$ cat src/ubu_defines.vh
/*
 Constants for the unconditional branch unit: opcodes, field positions,
 addressing-mode codes and reset values. Assumes plain Verilog-2005 include.
*/
`ifndef UBU_DEFINES_VH
`define UBU_DEFINES_VH

`define UBU_OP_BRANCH      8'h08
`define UBU_OP_JUMP_EXT    8'h84
`define UBU_OP_MSB         31
`define UBU_OP_LSB         24
`define UBU_DISP_MSB       23
`define UBU_DISP_LSB       2
`define UBU_DISP_W         22
`define UBU_REG_MSB        18
`define UBU_REG_LSB        14
`define UBU_MODE_MSB       13
`define UBU_MODE_LSB       10
`define UBU_MODE_ABS       4'h0
`define UBU_MODE_REG_IND   4'h4
`define UBU_MODE_IP_DISP   4'h5
`define UBU_MODE_IDX_DISP  4'h7
`define UBU_MODE_REG_DISP  4'hc
`define UBU_IP_RESET       32'h00000000
`define UBU_ISTR_LEN_SHORT 32'h00000004
`define UBU_ISTR_LEN_LONG  32'h00000008

`endif

$ cat src/ubu_target_adder.v
/*
 Word-granular target adder: adds two 30-bit word addresses and forces the
 two low bits of the result to zero. Assumes purely combinational use.
*/
`timescale 1ns/1ps
module ubu_target_adder
(
	input  wire [29:0] BASE_WORD,
	input  wire [29:0] OFFS_WORD,
	output wire [31:0] TARGET
);
	wire [29:0] sum_word;

	assign sum_word = BASE_WORD + OFFS_WORD;
	assign TARGET = {sum_word, 2'b00};
endmodule

$ cat src/ubu_branch_unit.v
/*
 Execution logic for the short relative branch and the extended jump.
 Assumes decode presents one instruction word with INSTR_VALID, that the
 effective-address generator supplies a finished address for the extended
 form, and that the register file supplies the named register's value.
*/
`timescale 1ns/1ps
`include "ubu_defines.vh"

// Operation
// - Short branch reaches -2^23 to 2^23-4 bytes
// - Extended jump reaches whole 32-bit space
// - Extended target: effective address bits 31:2
// - Extended jump accepts every memory addressing mode
// - Register-indirect mode takes target from register
module ubu_branch_unit
(
	input  wire        CLK,
	input  wire        RST_B,
	input  wire        INSTR_VALID,
	input  wire [31:0] INSTR_WORD,
	input  wire [31:0] INSTR_IP,
	input  wire [31:0] EA_ADDR,
	input  wire        EA_VALID,
	input  wire [31:0] REG_VALUE,
	output reg         BR_TAKEN,
	output reg  [31:0] BR_TARGET,
	output reg         BR_EXTENDED,
	output reg         BR_BAD_MODE
);
	wire [7:0]  opcode;
	wire [3:0]  mode;
	wire [21:0] disp_field;
	wire        disp_sign;
	wire [29:0] disp_word;
	wire [29:0] ip_word;
	wire        is_short;
	wire        is_ext;
	wire        ext_go;
	wire        ext_stall;
	wire [31:0] short_target;
	wire [31:0] ext_target;
	reg  [31:0] ext_addr;
	reg         mode_ok;
	reg         taken_nxt;
	reg  [31:0] target_nxt;
	reg         ext_nxt;
	reg         bad_nxt;

	// Field split of the instruction word
	assign opcode     = INSTR_WORD[`UBU_OP_MSB:`UBU_OP_LSB];
	assign mode       = INSTR_WORD[`UBU_MODE_MSB:`UBU_MODE_LSB];
	assign disp_field = INSTR_WORD[`UBU_DISP_MSB:`UBU_DISP_LSB];
	assign disp_sign  = INSTR_WORD[`UBU_DISP_MSB];
	assign ip_word    = INSTR_IP[31:2];

	assign is_short = INSTR_VALID && (opcode == `UBU_OP_BRANCH);
	assign is_ext   = INSTR_VALID && (opcode == `UBU_OP_JUMP_EXT);

	// Extended form only moves once its address source is usable
	assign ext_go    = is_ext && mode_ok;
	assign ext_stall = is_ext && !mode_ok;

	assign disp_word = {{8{disp_sign}}, disp_field};

	// Word adder keeps the sum aligned; a carry out of bit 31 wraps
	ubu_target_adder u_short_add
	(
		.BASE_WORD (ip_word),
		.OFFS_WORD (disp_word),
		.TARGET    (short_target)
	);

	assign ext_target = {ext_addr[31:2], 2'b00};

	// Address source per addressing mode
	always @*
	begin
		ext_addr = EA_ADDR;
		mode_ok  = EA_VALID;
		case (mode)
			`UBU_MODE_REG_IND:
			begin
				ext_addr = REG_VALUE;
				mode_ok  = 1'b1;
			end
			`UBU_MODE_ABS:
			begin
				ext_addr = EA_ADDR;
				mode_ok  = EA_VALID;
			end
			`UBU_MODE_IP_DISP:
			begin
				ext_addr = EA_ADDR;
				mode_ok  = EA_VALID;
			end
			`UBU_MODE_IDX_DISP:
			begin
				ext_addr = EA_ADDR;
				mode_ok  = EA_VALID;
			end
			`UBU_MODE_REG_DISP:
			begin
				ext_addr = EA_ADDR;
				mode_ok  = EA_VALID;
			end
			default:
			begin
				// Unlisted modes still trust the address generator
				ext_addr = EA_ADDR;
				mode_ok  = EA_VALID;
			end
		endcase
	end

	// Taken pulse; the two forms never share an opcode
	always @*
	begin
		taken_nxt = 1'b0;
		if (is_short)
		begin
			taken_nxt = 1'b1;
		end
		else if (ext_go)
		begin
			taken_nxt = 1'b1;
		end
	end

	always @*
	begin
		ext_nxt = 1'b0;
		if (ext_go)
		begin
			ext_nxt = 1'b1;
		end
	end

	// Missing address holds fetch; no jump to stale data
	always @*
	begin
		bad_nxt = 1'b0;
		if (ext_stall)
		begin
			bad_nxt = 1'b1;
		end
	end

	// Target holds between branches so fetch may sample it late
	always @*
	begin
		target_nxt = BR_TARGET;
		if (is_short)
		begin
			target_nxt = short_target;
		end
		else if (ext_go)
		begin
			target_nxt = ext_target;
		end
	end

	// Each output leaves straight from its own flop
	always @(posedge CLK or negedge RST_B)
	begin
		if (!RST_B)
		begin
			BR_TAKEN <= 1'b0;
		end
		else
		begin
			BR_TAKEN <= taken_nxt;
		end
	end

	always @(posedge CLK or negedge RST_B)
	begin
		if (!RST_B)
		begin
			BR_EXTENDED <= 1'b0;
		end
		else
		begin
			BR_EXTENDED <= ext_nxt;
		end
	end

	always @(posedge CLK or negedge RST_B)
	begin
		if (!RST_B)
		begin
			BR_BAD_MODE <= 1'b0;
		end
		else
		begin
			BR_BAD_MODE <= bad_nxt;
		end
	end

	// Target falls back to the reset IP, not to a branch result
	always @(posedge CLK or negedge RST_B)
	begin
		if (!RST_B)
		begin
			BR_TARGET <= `UBU_IP_RESET;
		end
		else
		begin
			BR_TARGET <= target_nxt;
		end
	end
endmodule

$ cat config.mk
export PLATFORM = sky130hd
export DESIGN_NAME = ubu_branch_unit
export DESIGN_NICKNAME = d
export VERILOG_FILES = /design/src/ubu_target_adder.v /design/src/ubu_branch_unit.v
export VERILOG_INCLUDE_DIRS = /design/src /design/src/src
export SDC_FILE = /design/constraint.sdc
export NUM_CORES = 1
export LEC_CHECK = 0
export ABC_AREA = 1
export BUFFER_PORTS_ARGS = -buffer_cell sky130_fd_sc_hd__buf_2
export CAP_MARGIN = 0
export CELL_PAD_IN_SITES_DETAIL_PLACEMENT = 2
export CELL_PAD_IN_SITES_GLOBAL_PLACEMENT = 2
export CORE_ASPECT_RATIO = 1.2
export CORE_MARGIN = 4
export CORE_UTILIZATION = 27
export CTS_BUF_LIST = sky130_fd_sc_hd__clkbuf_2 sky130_fd_sc_hd__clkbuf_4 sky130_fd_sc_hd__clkbuf_8
export DETAILED_ROUTE_END_ITERATION = 12
export PLACE_DENSITY_LB_ADDON = 0.1
export SETUP_SLACK_MARGIN = 0.1
export SYNTH_ARGS = -nofsm -noshare
export SYNTH_HDL_FRONTEND = slang
export SYNTH_SLANG_ARGS = --single-unit
$ cat constraint.sdc
create_clock -name CLK -period 1.4 [get_ports CLK]
set_input_delay 0.35 -clock CLK [delete_from_list [all_inputs] [get_ports CLK]]
set_output_delay 0.35 -clock CLK [all_outputs]
set_load 0.01 [all_outputs]
==> results.sh, run 1 <==
export IMPL_haltStage="5_1_grt"
export IMPL_grt_max_degree=34
export IMPL_placed_cells_incl_taps=1105
export IMPL_cts_buffers=5
export IMPL_synth_cells=674
export IMPL_clockRootBuffer="clkbuf_8"
export IMPL_cts_path_max_buffers=2
export IMPL_fp_dieH_um=145
export IMPL_port_buffers=156
export IMPL_yosysTopAreaCell="dfrtp_1"
export IMPL_postSynthAreaPerCell_um2=6.23
export IMPL_cts_sinks=33
export IMPL_die_x_um=122
export IMPL_ys_async_sr_fraction=1.00
export IMPL_synth_commonest_cells="nand2_1 (218), inv_1 (112), nor2_1 (63)"
export IMPL_firstError="[ERROR DPL-0033] detailed placement checks failed during check placement."
export IMPL_synth_seq_cells=33
export IMPL_synth_area_leaders="dfrtp_1 (20%), nand2_1 (19%), inv_1 (10%), ha_1 (8.6%), nor2_1 (5.6%)"
export IMPL_syn_area_um2=4200
export IMPL_netlist_area_leader_share=0.197
export IMPL_num_rows=49
export IMPL_htree_levels=2
export IMPL_ios=167
export IMPL_yosysWarnings=0
export IMPL_worst_ep_kind="sequential cell input"
export IMPL_hpwl_um=17500
export IMPL_synth_most_common_cell="nand2_1"
export IMPL_status="did not finish"
export IMPL_place_congestion=0.873
export IMPL_crit_endpoint="BR_TARGET[14]$_DFFE_PN0P_/D"
export IMPL_ys_seq_area_frac=0.197
export IMPL_synth_cell_types=46
export IMPL_ys_flop_type="dfrtp_1"
export IMPL_synth_edff_count=0
export IMPL_antenna_found_initial=0
export IMPL_initial_core_util=0.277
## kinds of logic after synthesis
group           count (synthesis)  synth area share
simple gates                  364             0.379
buf+inv                       129             0.132
compound gates                 84             0.114
flops                          33             0.197
fa+ha+maj                      30            0.0912
mux                            25            0.0700
xor+xnor                        8            0.0167
other cells                     1          0.000893
## per-stage QoR
| step | cell area [µm²] | utilization | setup TNS, ns | setup slack [ns] |
|---|---|---|---|---|
| floorplan | 4650 | - | -2.85 | -0.313 |
| global placement | 6270 | 0.414 | -14.68 | -0.565 |
| detailed placement | 6270 | 0.414 | -17.41 | -0.742 |
| CTS | 7170 | 0.474 | -5.36 | -0.296 |
## timing repair
action / 4_1_cts
endpoints found under the setup margin: 33
resized for setup: 160
buffers inserted: 15
hold buffers: 0
hold endpoints to repair: 0
pin swaps: 74
gates cloned: 3
==> inputs of run 2 (changes only) <==
==> config.mk (replaced) <==
export PLATFORM = sky130hd
export DESIGN_NAME = ubu_branch_unit
export DESIGN_NICKNAME = d
export VERILOG_FILES = /design/src/ubu_target_adder.v /design/src/ubu_branch_unit.v
export VERILOG_INCLUDE_DIRS = /design/src /design/src/src
export SDC_FILE = /design/constraint.sdc
export NUM_CORES = 1
export LEC_CHECK = 0
export ABC_AREA = 1
export BUFFER_PORTS_ARGS = -buffer_cell sky130_fd_sc_hd__buf_2
export CAP_MARGIN = 0
export CORE_MARGIN = 4
export CORE_UTILIZATION = 28
export DETAILED_ROUTE_END_ITERATION = 12
export PLACE_DENSITY_LB_ADDON = 0.15
export SYNTH_ARGS = -nofsm -noshare
export SYNTH_HDL_FRONTEND = slang
export SYNTH_SLANG_ARGS = --single-unit
==> results.sh, run 2 <==
export IMPL_holdBufCountCts=0
export IMPL_grt_total_usage=0.175
export IMPL_crit_chain="buf_6 -> ha_4 -> fa_2 -> buf_4 -> buf_6 -> nand3_4 -> nand3_4 -> inv_2 -> or2_0 -> nand3_1 -> o211ai_1 -> inv_1"
export IMPL_cts_buffers=5
export IMPL_ant_nets=0
export IMPL_skew_ns=0
export IMPL_finalSetupViolations=26
export IMPL_synth_commonest_cells="nand2_1 (218), inv_1 (112), nor2_1 (63)"
export IMPL_die_x_um=130
export IMPL_violations="negative setup slack"
export IMPL_dpl_cell_area_um2=6130
export IMPL_cts_sinks=33
export IMPL_ys_async_sr_fraction=1.00
export IMPL_grt_max_degree=34
export IMPL_synth_seq_cells=33
export IMPL_fillCellCount=1456
export IMPL_grt_setup_unrepaired="true"
export IMPL_final_cell_mix="nand2_1 (156), buf_2 (135), inv_1 (100)"
export IMPL_synth_area_leaders="dfrtp_1 (20%), nand2_1 (19%), inv_1 (10%), ha_1 (8.6%), nor2_1 (5.6%)"
export IMPL_synth_cell_types=46
export IMPL_final_max_slew_viol_count=0
export IMPL_ios=167
export IMPL_nets=1089
export IMPL_ys_seq_area_frac=0.197
export IMPL_worst_setup_path_type="input pin to flop"
export IMPL_final_hold_viol_count=0
export IMPL_status="finished, violations left"
export IMPL_dr_total_vias=5108
export IMPL_p_leak_uw=0.00386
export IMPL_setup_ws_ns=-0.220
export IMPL_grt_pass1_wl_um=24000
export IMPL_yosysWarnings=0
export IMPL_maxCapViolations=0
export IMPL_worst_path_max_fanout=3
export IMPL_clk_pin_slew_ns=0.05
export IMPL_finish_utilization=0.506
export IMPL_layout_commonest_cell="nand2_1"
export IMPL_cp_num_buf_inv=5
export IMPL_crit_required_ns=1.56
export IMPL_end_kind="flop"
export IMPL_coreArea_um2=14600
export IMPL_final_area_um2=7380
export IMPL_hold_class="input pin to asynchronous set/reset pin"
export IMPL_netlist_area_leader_share=0.197
export IMPL_cts_tree="built"
export IMPL_initial_core_util=0.288
export IMPL_area_growth_pct=75.7
export IMPL_ys_flop_type="dfrtp_1"
export IMPL_arrival_ns=1.78
export IMPL_n_antenna_cell=0
export IMPL_syn_area_um2=4200
export IMPL_power_density_nw_per_um2=619
export IMPL_antenna_found_initial=0
export IMPL_fin_hold_ws_ns=0.0250
export IMPL_fp_dieH_um=130
export IMPL_cpMaxStageDelayCell="fa_2"
export IMPL_cp_start_kind="input pin"
export IMPL_largest_reg_flops=30
export IMPL_max_freq_ghz=0.617
export IMPL_overflow=0
export IMPL_first_pass_iters=4
export IMPL_drive_gt1_frac=0.530
export IMPL_num_rows=44
export IMPL_top_register="BR_TARGET"
export IMPL_cp_top_family="adder cells"
export IMPL_critical_path_max_stage_delay_ns=0.35
export IMPL_wirelength_um=15400
export IMPL_drc_errors=0
export IMPL_fp_dieArea_um2=17000
export IMPL_clockRootBuffer="clkbuf_16"
export IMPL_place_congestion=0.882
export IMPL_synth_edff_count=0
export IMPL_drtIter0Drc=178
export IMPL_htree_levels=2
export IMPL_vdd_ir_drop_max_mv=0.427
export IMPL_wl_per_cell_um=13.9
export IMPL_finalCritPeriodShare=1.16
export IMPL_postSynthAreaPerCell_um2=6.23
export IMPL_cts_path_max_buffers=2
export IMPL_fin_crit_ns=1.62
export IMPL_synth_cells=674
export IMPL_synth_most_common_cell="nand2_1"
export IMPL_hpwl_um=12400
export IMPL_viasPerCell=4.60
export IMPL_yosysTopAreaCell="dfrtp_1"
export IMPL_port_buffers=156
export IMPL_clock_latency_ns=0.27
export IMPL_grt_pass1_vias=5049
## run 2: cell counts after synthesis
Identical to the previous run, type by type.
## run 2: where the power goes
group	total [µW]	leakage, µW	switching, µW	internal (µW)
Clock	1070	0.0000700	374	697
Combinational	2370	0.00335	1220	1150
Sequential	1130	0.000445	63.5	1060
## run 2: final timing paths
path	endpoint	cells past startpoint	from	slack, ns
max in group asynchronous	BR_TARGET[12]$_DFFE_PN0P_	2	RST_B	1.19
worst min-delay path	BR_TAKEN$_DFF_PN0_	2	RST_B	0.03
worst min register to register	BR_TARGET[13]$_DFFE_PN0P_	2	BR_TARGET[13]$_DFFE_PN0P_	0.51
worst max register to register	BR_TARGET[14]$_DFFE_PN0P_	3	BR_TARGET[14]$_DFFE_PN0P_	0.53
min in group CLK	BR_BAD_MODE$_DFF_PN0_	3	EA_VALID	0.42
worst max-delay path	BR_TARGET[12]$_DFFE_PN0P_	12	INSTR_IP[2]	-0.22
## run 2: per-layer routing
layer	vias up	global-route usage	routed length (µm)
li1	2660	-	-
met1	2337	0.216	6570
met2	101	0.327	8040
met3	10	0.0264	702
met4	0	0.0230	110
met5	-	0	0
## run 2: what timing repair did
action                                  CTS  global route
cloned                                    2             1
endpoints found under the setup margin   29            29
setup buffers                            14            11
gates resized for setup                 122           104
pin swaps                                45            53
## run 2: cells by family (layout without fill, tap and decap cells)
group / count (synthesis) / count (layout) / share of synthesized area
simple gates: 364 / 367 / 0.379
fa+ha+maj: 30 / 30 / 0.0912
flops: 33 / 33 / 0.197
other cells: 1 / 2 / 0.000893
buf+inv: 129 / 378 / 0.132
xor+xnor: 8 / 8 / 0.0167
mux: 25 / 25 / 0.0700
compound gates: 84 / 84 / 0.114
## run 2: through the flow
stage | std cells | setup TNS [ns] | setup WS [ns] | power [µW]
6_report | 1111 | -3.25 | -0.220 | 4570
5_1_grt | 1111 | -5.86 | -0.346 | 4910
4_1_cts | 1101 | -3.07 | -0.235 | 4420
3_5_place_dp | 1078 | -14.14 | -0.549 | 3060
3_3_place_gp | 1078 | -13.67 | -0.537 | 3060
2_1_floorplan | 675 | -2.78 | -0.313 | 2210
## run 2: layout make-up
cell class	instances	area, µm²	area share
timing repair buffer	257	1800	0.243
tap	184	230	0.0312
sequential	33	826	0.112
multi-input combinational	516	3950	0.535
clock buffer	7	143	0.0193
inverter	114	439	0.0595
Note: power is estimated with default switching activity, not from simulation.
==> inputs of run 3 (changes only) <==
==> constraint.sdc (replaced) <==
create_clock -name CLK -period 1.7 [get_ports CLK]
set_input_delay 0.425 -clock CLK [delete_from_list [all_inputs] [get_ports CLK]]
set_output_delay 0.425 -clock CLK [all_outputs]
set_load 0.01 [all_outputs]
==> results.sh, run 3 (synthesis gave the netlist of run 2 again) <==
export IMPL_status="finished, violations left"
export IMPL_violations="negative setup slack"
export IMPL_ant_nets=0
export IMPL_final_area_um2=6870
export IMPL_regToRegSetupSlack_ns=0.82
export IMPL_top_register="BR_TARGET"
export IMPL_rr_endpoint="BR_TARGET[15]$_DFFE_PN0P_"
export IMPL_end_kind="flop"
export IMPL_cts_path_max_buffers=2
export IMPL_max_freq_ghz=0.573
export IMPL_final_max_slew_viol_count=0
export IMPL_nets=1082
export IMPL_dpl_cell_area_um2=5880
export IMPL_first_pass_iters=7
export IMPL_vdd_ir_drop_max_mv=0.324
export IMPL_fin_crit_ns=1.75
export IMPL_maxCapViolations=0
export IMPL_cts_buffers=5
export IMPL_power_density_nw_per_um2=526
export IMPL_num_rows=44
export IMPL_clock_latency_ns=0.27
export IMPL_coreArea_um2=14600
export IMPL_port_buffers=156
export IMPL_ios=167
export IMPL_drc_errors=0
export IMPL_viasPerCell=4.49
export IMPL_worst_setup_path_type="input pin to flop"
export IMPL_drive_gt1_frac=0.472
export IMPL_final_cell_mix="nand2_1 (175), buf_2 (153), inv_1 (107)"
export IMPL_worstRegToRegCells=3
export IMPL_overflow=0
export IMPL_grt_setup_unrepaired="true"
export IMPL_skew_ns=0
export IMPL_layout_commonest_cell="nand2_1"
export IMPL_antenna_found_initial=0
export IMPL_n_antenna_cell=0
export IMPL_crit_required_ns=1.90
export IMPL_wirelength_um=15100
export IMPL_clockRootBuffer="clkbuf_16"
export IMPL_final_hold_viol_count=0
export IMPL_cts_sinks=33
export IMPL_drtIter0Drc=227
export IMPL_initial_core_util=0.288
export IMPL_grt_pass1_vias=4686
export IMPL_fp_dieArea_um2=17000
export IMPL_largest_reg_flops=30
export IMPL_hold_class="input pin to asynchronous set/reset pin"
export IMPL_area_growth_pct=63.6
export IMPL_total_power_uw=3610
export IMPL_worst_path_max_fanout=4
export IMPL_finalSetupViolations=6
export IMPL_cts_tree="built"
export IMPL_finalCritPeriodShare=1.03
export IMPL_wl_per_cell_um=13.7
export IMPL_fp_dieH_um=130
export IMPL_dr_total_vias=4961
export IMPL_clk_pin_slew_ns=0.05
export IMPL_place_congestion=0.840
export IMPL_grt_total_usage=0.171
export IMPL_grt_max_degree=34
export IMPL_arrival_ns=1.95
export IMPL_die_x_um=130
export IMPL_cp_start_kind="input pin"
export IMPL_htree_levels=2
export IMPL_p_leak_uw=0.00374
export IMPL_setup_ws_ns=-0.0461
export IMPL_hpwl_um=12700
export IMPL_grt_pass1_wl_um=23300
export IMPL_reg2reg_from="BR_TARGET[15]$_DFFE_PN0P_"
export IMPL_holdBufCountCts=0
## run 3: changes by cell type in the layout (fill, tap and decap cells not counted), sizes merged
| cell | before | now |
|---|---|---|
| nand2 | 224 | 222 |
| inv | 113 | 114 |
| buf | 257 | 253 |
| nand3 | 50 | 49 |
| clkinvlp | 1 | 0 |
## run 3: power by group
part	switching [µW]	leakage, µW	internal, µW
sequential	47.8	0.000445	875
clock	316	0.0000700	575
combinational	939	0.00322	861
## run 3: metal layers
layer / up-vias / share of wire / global-route usage
li1: 2645 / - / -
met1: 2194 / 0.49 / 0.259
met2: 117 / 0.45 / 0.272
met3: 5 / 0.053 / 0.0126
met4: 0 / 0.0048 / 0.0236
met5: - / 0 / 0
## run 3: final cells by class
class	instances	area [µm²]
sequential	33	826
inverter	114	430
clock buffer	7	143
tap	184	230
timing repair buffer	253	1590
multi-input combinational	513	3650
fill	1526	7720
## run 3: worst max-delay path, cell delays in order
cell	delay, ns
buf_6	0.10
ha_4	0.15
fa_2	0.37
nand3_2	0.09
nand3_4	0.08
nand3_2	0.07
nand3b_1	0.20
nand2_1	0.15
nand2_1	0.06
nand2_1	0.05
nand3_1	0.07
a21oi_1	0.13
## run 3: timing repair
item	in CTS	in global routing
pin swaps	16	39
gates resized for setup	61	98
endpoints found under the setup margin	19	24
buffers inserted	0	5
## run 3: how the worst max path moves through the flow
| stage | startpoint | endpoint | cells after the start |
|---|---|---|---|
| after floorplan | INSTR_WORD[2] | BR_TARGET[26]$_DFFE_PN0P_ | 13 |
| after global placement | INSTR_WORD[15] | BR_TARGET[26]$_DFFE_PN0P_ | 14 |
| after detailed placement | INSTR_WORD[15] | BR_TARGET[26]$_DFFE_PN0P_ | 14 |
| after CTS | INSTR_IP[2] | BR_TARGET[22]$_DFFE_PN0P_ | 12 |
| after global routing | INSTR_IP[2] | BR_TARGET[30]$_DFFE_PN0P_ | 12 |
| final | INSTR_IP[2] | BR_TARGET[30]$_DFFE_PN0P_ | 12 |
## run 3: through the flow
stage / TNS (ns) / hold WS, ns / std cells / utilization / worst slack (ns)
finish: -0.106 / 0.177 / 1104 / 0.471 / -0.0461
global placement: -8.42 / 0.483 / 1093 / 0.403 / -0.462
CTS: -0.199 / 0.200 / 1100 / 0.440 / -0.0763
floorplan: -0.223 / 0.129 / 675 / - / -0.0912
global route: -1.44 / 0.213 / 1104 / 0.471 / -0.178
detailed placement: -8.79 / 0.491 / 1093 / 0.403 / -0.442
==> inputs of run 4 (changes only) <==
--- a/config.mk
+++ b/config.mk
@@ -6,7 +6,6 @@
 export SDC_FILE = /design/constraint.sdc
 export NUM_CORES = 1
 export LEC_CHECK = 0
-export ABC_AREA = 1
 export BUFFER_PORTS_ARGS = -buffer_cell sky130_fd_sc_hd__buf_2
 export CAP_MARGIN = 0
 export CORE_MARGIN = 4
==> results.sh, run 4 <==
export IMPL_status="finished, violations left"
export IMPL_violations="negative setup slack"
export IMPL_drc_errors=0
export IMPL_crit_chain="buf_6 -> ha_4 -> fa_2 -> a211oi_4 -> buf_4 -> o21bai_4 -> o311a_1 -> nor2_2 -> mux2_4 -> a21oi_2 -> nor2_1"
export IMPL_ant_nets=0
export IMPL_vdd_ir_drop_max_mv=0.366
export IMPL_regToRegSetupSlack_ns=0.79
export IMPL_grt_pass1_wl_um=22900
export IMPL_fp_dieArea_um2=14100
export IMPL_area_growth_pct=83.5
export IMPL_largest_reg_flops=30
export IMPL_placed_cells_incl_taps=857
export IMPL_grt_pass1_vias=4583
export IMPL_n_antenna_cell=0
export IMPL_synth_xor_area_frac=0.0586
export IMPL_yosysTopAreaCell="dfrtp_1"
export IMPL_synth_cells=441
export IMPL_multi_input_area_um2=3100
export IMPL_synth_most_common_cell="nand2_1"
export IMPL_netlist_area_leader_share=0.240
export IMPL_dr_total_vias=4493
export IMPL_num_rows=40
export IMPL_ios=167
export IMPL_antenna_found_initial=0
export IMPL_finish_utilization=0.525
export IMPL_yosysWarnings=0
export IMPL_finalCritPeriodShare=1.35
export IMPL_first_pass_iters=4
export IMPL_htree_levels=2
export IMPL_cts_buffers=5
export IMPL_crit_required_ns=1.86
export IMPL_grt_setup_unrepaired="true"
export IMPL_ys_seq_area_frac=0.240
export IMPL_power_density_nw_per_um2=576
export IMPL_port_buffers=156
export IMPL_dpl_cell_area_um2=5550
export IMPL_grt_max_degree=21
export IMPL_layout_commonest_cell="buf_2"
export IMPL_drtIter0Drc=200
export IMPL_synth_commonest_cells="nand2_1 (54), a21oi_1 (50), nor2_1 (42)"
export IMPL_initial_core_util=0.286
export IMPL_clk_pin_slew_ns=0.05
export IMPL_cts_tree="built"
export IMPL_end_kind="flop"
export IMPL_worst_setup_path_type="input pin to flop"
export IMPL_cpMaxStageDelayCell="fa_2"
export IMPL_final_hold_viol_count=0
export IMPL_clock_latency_ns=0.27
export IMPL_viasPerCell=5.12
export IMPL_fillCellCount=1153
export IMPL_cp_num_buf_inv=2
export IMPL_cp_top_family="compound AO/OA/AOI/OAI gates"
export IMPL_ys_flop_type="dfrtp_1"
export IMPL_place_congestion=0.879
export IMPL_total_power_uw=3630
export IMPL_clockRootBuffer="clkbuf_16"
export IMPL_skew_ns=0
export IMPL_synthSimpleGateAreaFrac=0.210
export IMPL_holdBufCountCts=0
export IMPL_cp_start_kind="input pin"
export IMPL_final_cell_mix="buf_2 (152), buf_4 (136), nand2_1 (49)"
export IMPL_setup_ws_ns=-0.589
export IMPL_maxCapViolations=0
export IMPL_wl_per_cell_um=16.3
export IMPL_fin_hold_ws_ns=0.105
export IMPL_critical_path_max_stage_delay_ns=0.36
export IMPL_synth_area_leaders="dfrtp_1 (24%), ha_1 (11%), a21oi_1 (7.3%), nand2_1 (5.9%), nor2_1 (4.6%)"
export IMPL_fin_crit_ns=2.29
export IMPL_top_register="BR_TARGET"
export IMPL_drive_gt1_frac=0.551
export IMPL_final_max_slew_viol_count=0
export IMPL_fin_cells=878
export IMPL_grt_total_usage=0.196
export IMPL_syn_area_um2=3440
export IMPL_postSynthAreaPerCell_um2=7.80
export IMPL_synth_compound_area_share=0.295
export IMPL_nets=892
export IMPL_seq_area_um2=826
export IMPL_p_leak_uw=0.00305
export IMPL_arrival_ns=2.44
export IMPL_wirelength_um=14300
export IMPL_synthMuxAreaShare=0.0440
export IMPL_worst_path_max_fanout=3
export IMPL_synth_cell_types=67
export IMPL_hold_class="input pin to asynchronous set/reset pin"
export IMPL_synth_edff_count=0
export IMPL_cts_sinks=33
export IMPL_max_freq_ghz=0.437
export IMPL_synth_fa_ha_area_frac=0.111
export IMPL_finalSetupViolations=27
export IMPL_die_x_um=119
export IMPL_ys_async_sr_fraction=1.00
export IMPL_synth_top_family_by_area="compound AO/OA/AOI/OAI gates"
export IMPL_final_area_um2=6310
export IMPL_hpwl_um=11800
export IMPL_synth_seq_cells=33
export IMPL_fp_dieH_um=119
export IMPL_cts_path_max_buffers=2
export IMPL_overflow=0
export IMPL_coreArea_um2=12000
[run 4: worst paths after layout]
check | from | to | cells past startpoint
min | RST_B | BR_TARGET[25]$_DFFE_PN0P_ | 1
max | INSTR_IP[2] | BR_TARGET[12]$_DFFE_PN0P_ | 11
max in group asynchronous | RST_B | BR_TARGET[8]$_DFFE_PN0P_ | 2
min in group CLK | EA_VALID | BR_BAD_MODE$_DFF_PN0_ | 2
max reg2reg | BR_TARGET[26]$_DFFE_PN0P_ | BR_TARGET[26]$_DFFE_PN0P_ | 3
min reg2reg | BR_TARGET[29]$_DFFE_PN0P_ | BR_TARGET[29]$_DFFE_PN0P_ | 2
[run 4: layout make-up]
cell class,count,area share
Clock buffer,8,0.0216
Inverter,3,0.00258
Multi-Input combinational cell,378,0.491
Sequential cell,33,0.131
Tap cell,147,0.0292
Timing Repair Buffer,309,0.325
[run 4: timing repair]
action	CTS	global route
setup endpoints to repair	30	30
resized for setup	64	36
setup buffers	6	9
pin swaps	48	30
[run 4: cell families after synthesis]
| group | Yosys count |
|---|---|
| DFF | 33 |
| AOI/OAI and AO/OA | 154 |
| muxes | 15 |
| and+or+nand+nor | 154 |
| buffers and inverters | 31 |
| adders and majority gates | 30 |
| other | 1 |
| xor gates and xnor gates | 23 |
[run 4: power by group]
group	switching, µW	total [µW]	internal [µW]	leakage, µW
sequential	53.2	928	875	0.000447
clock	308	852	544	0.0000652
combinational	889	1850	964	0.00254
[run 4: metal layers]
metal	vias up	global-route usage	routed length, µm
met5	-	0	0
met4	0	0.0478	159
met3	13	0.0299	803
met2	130	0.336	6860
met1	2125	0.260	6480
li1	2225	-	-
[run 4: worst register-to-register path, cell delays in order (launching register included)]
cell and delay, ns:
dfrtp_1 0.40, a21oi_1 0.16, o311a_1 0.18, nand3_1 0.07
[run 4: through the flow]
| stage | setup slack, ns | TNS [ns] |
|---|---|---|
| 2_1_floorplan | -0.657 | -8.34 |
| 3_3_place_gp | -0.927 | -19.53 |
| 3_5_place_dp | -0.981 | -20.69 |
| 4_1_cts | -0.660 | -10.22 |
| 5_1_grt | -0.659 | -11.67 |
| 6_report | -0.589 | -9.53 |
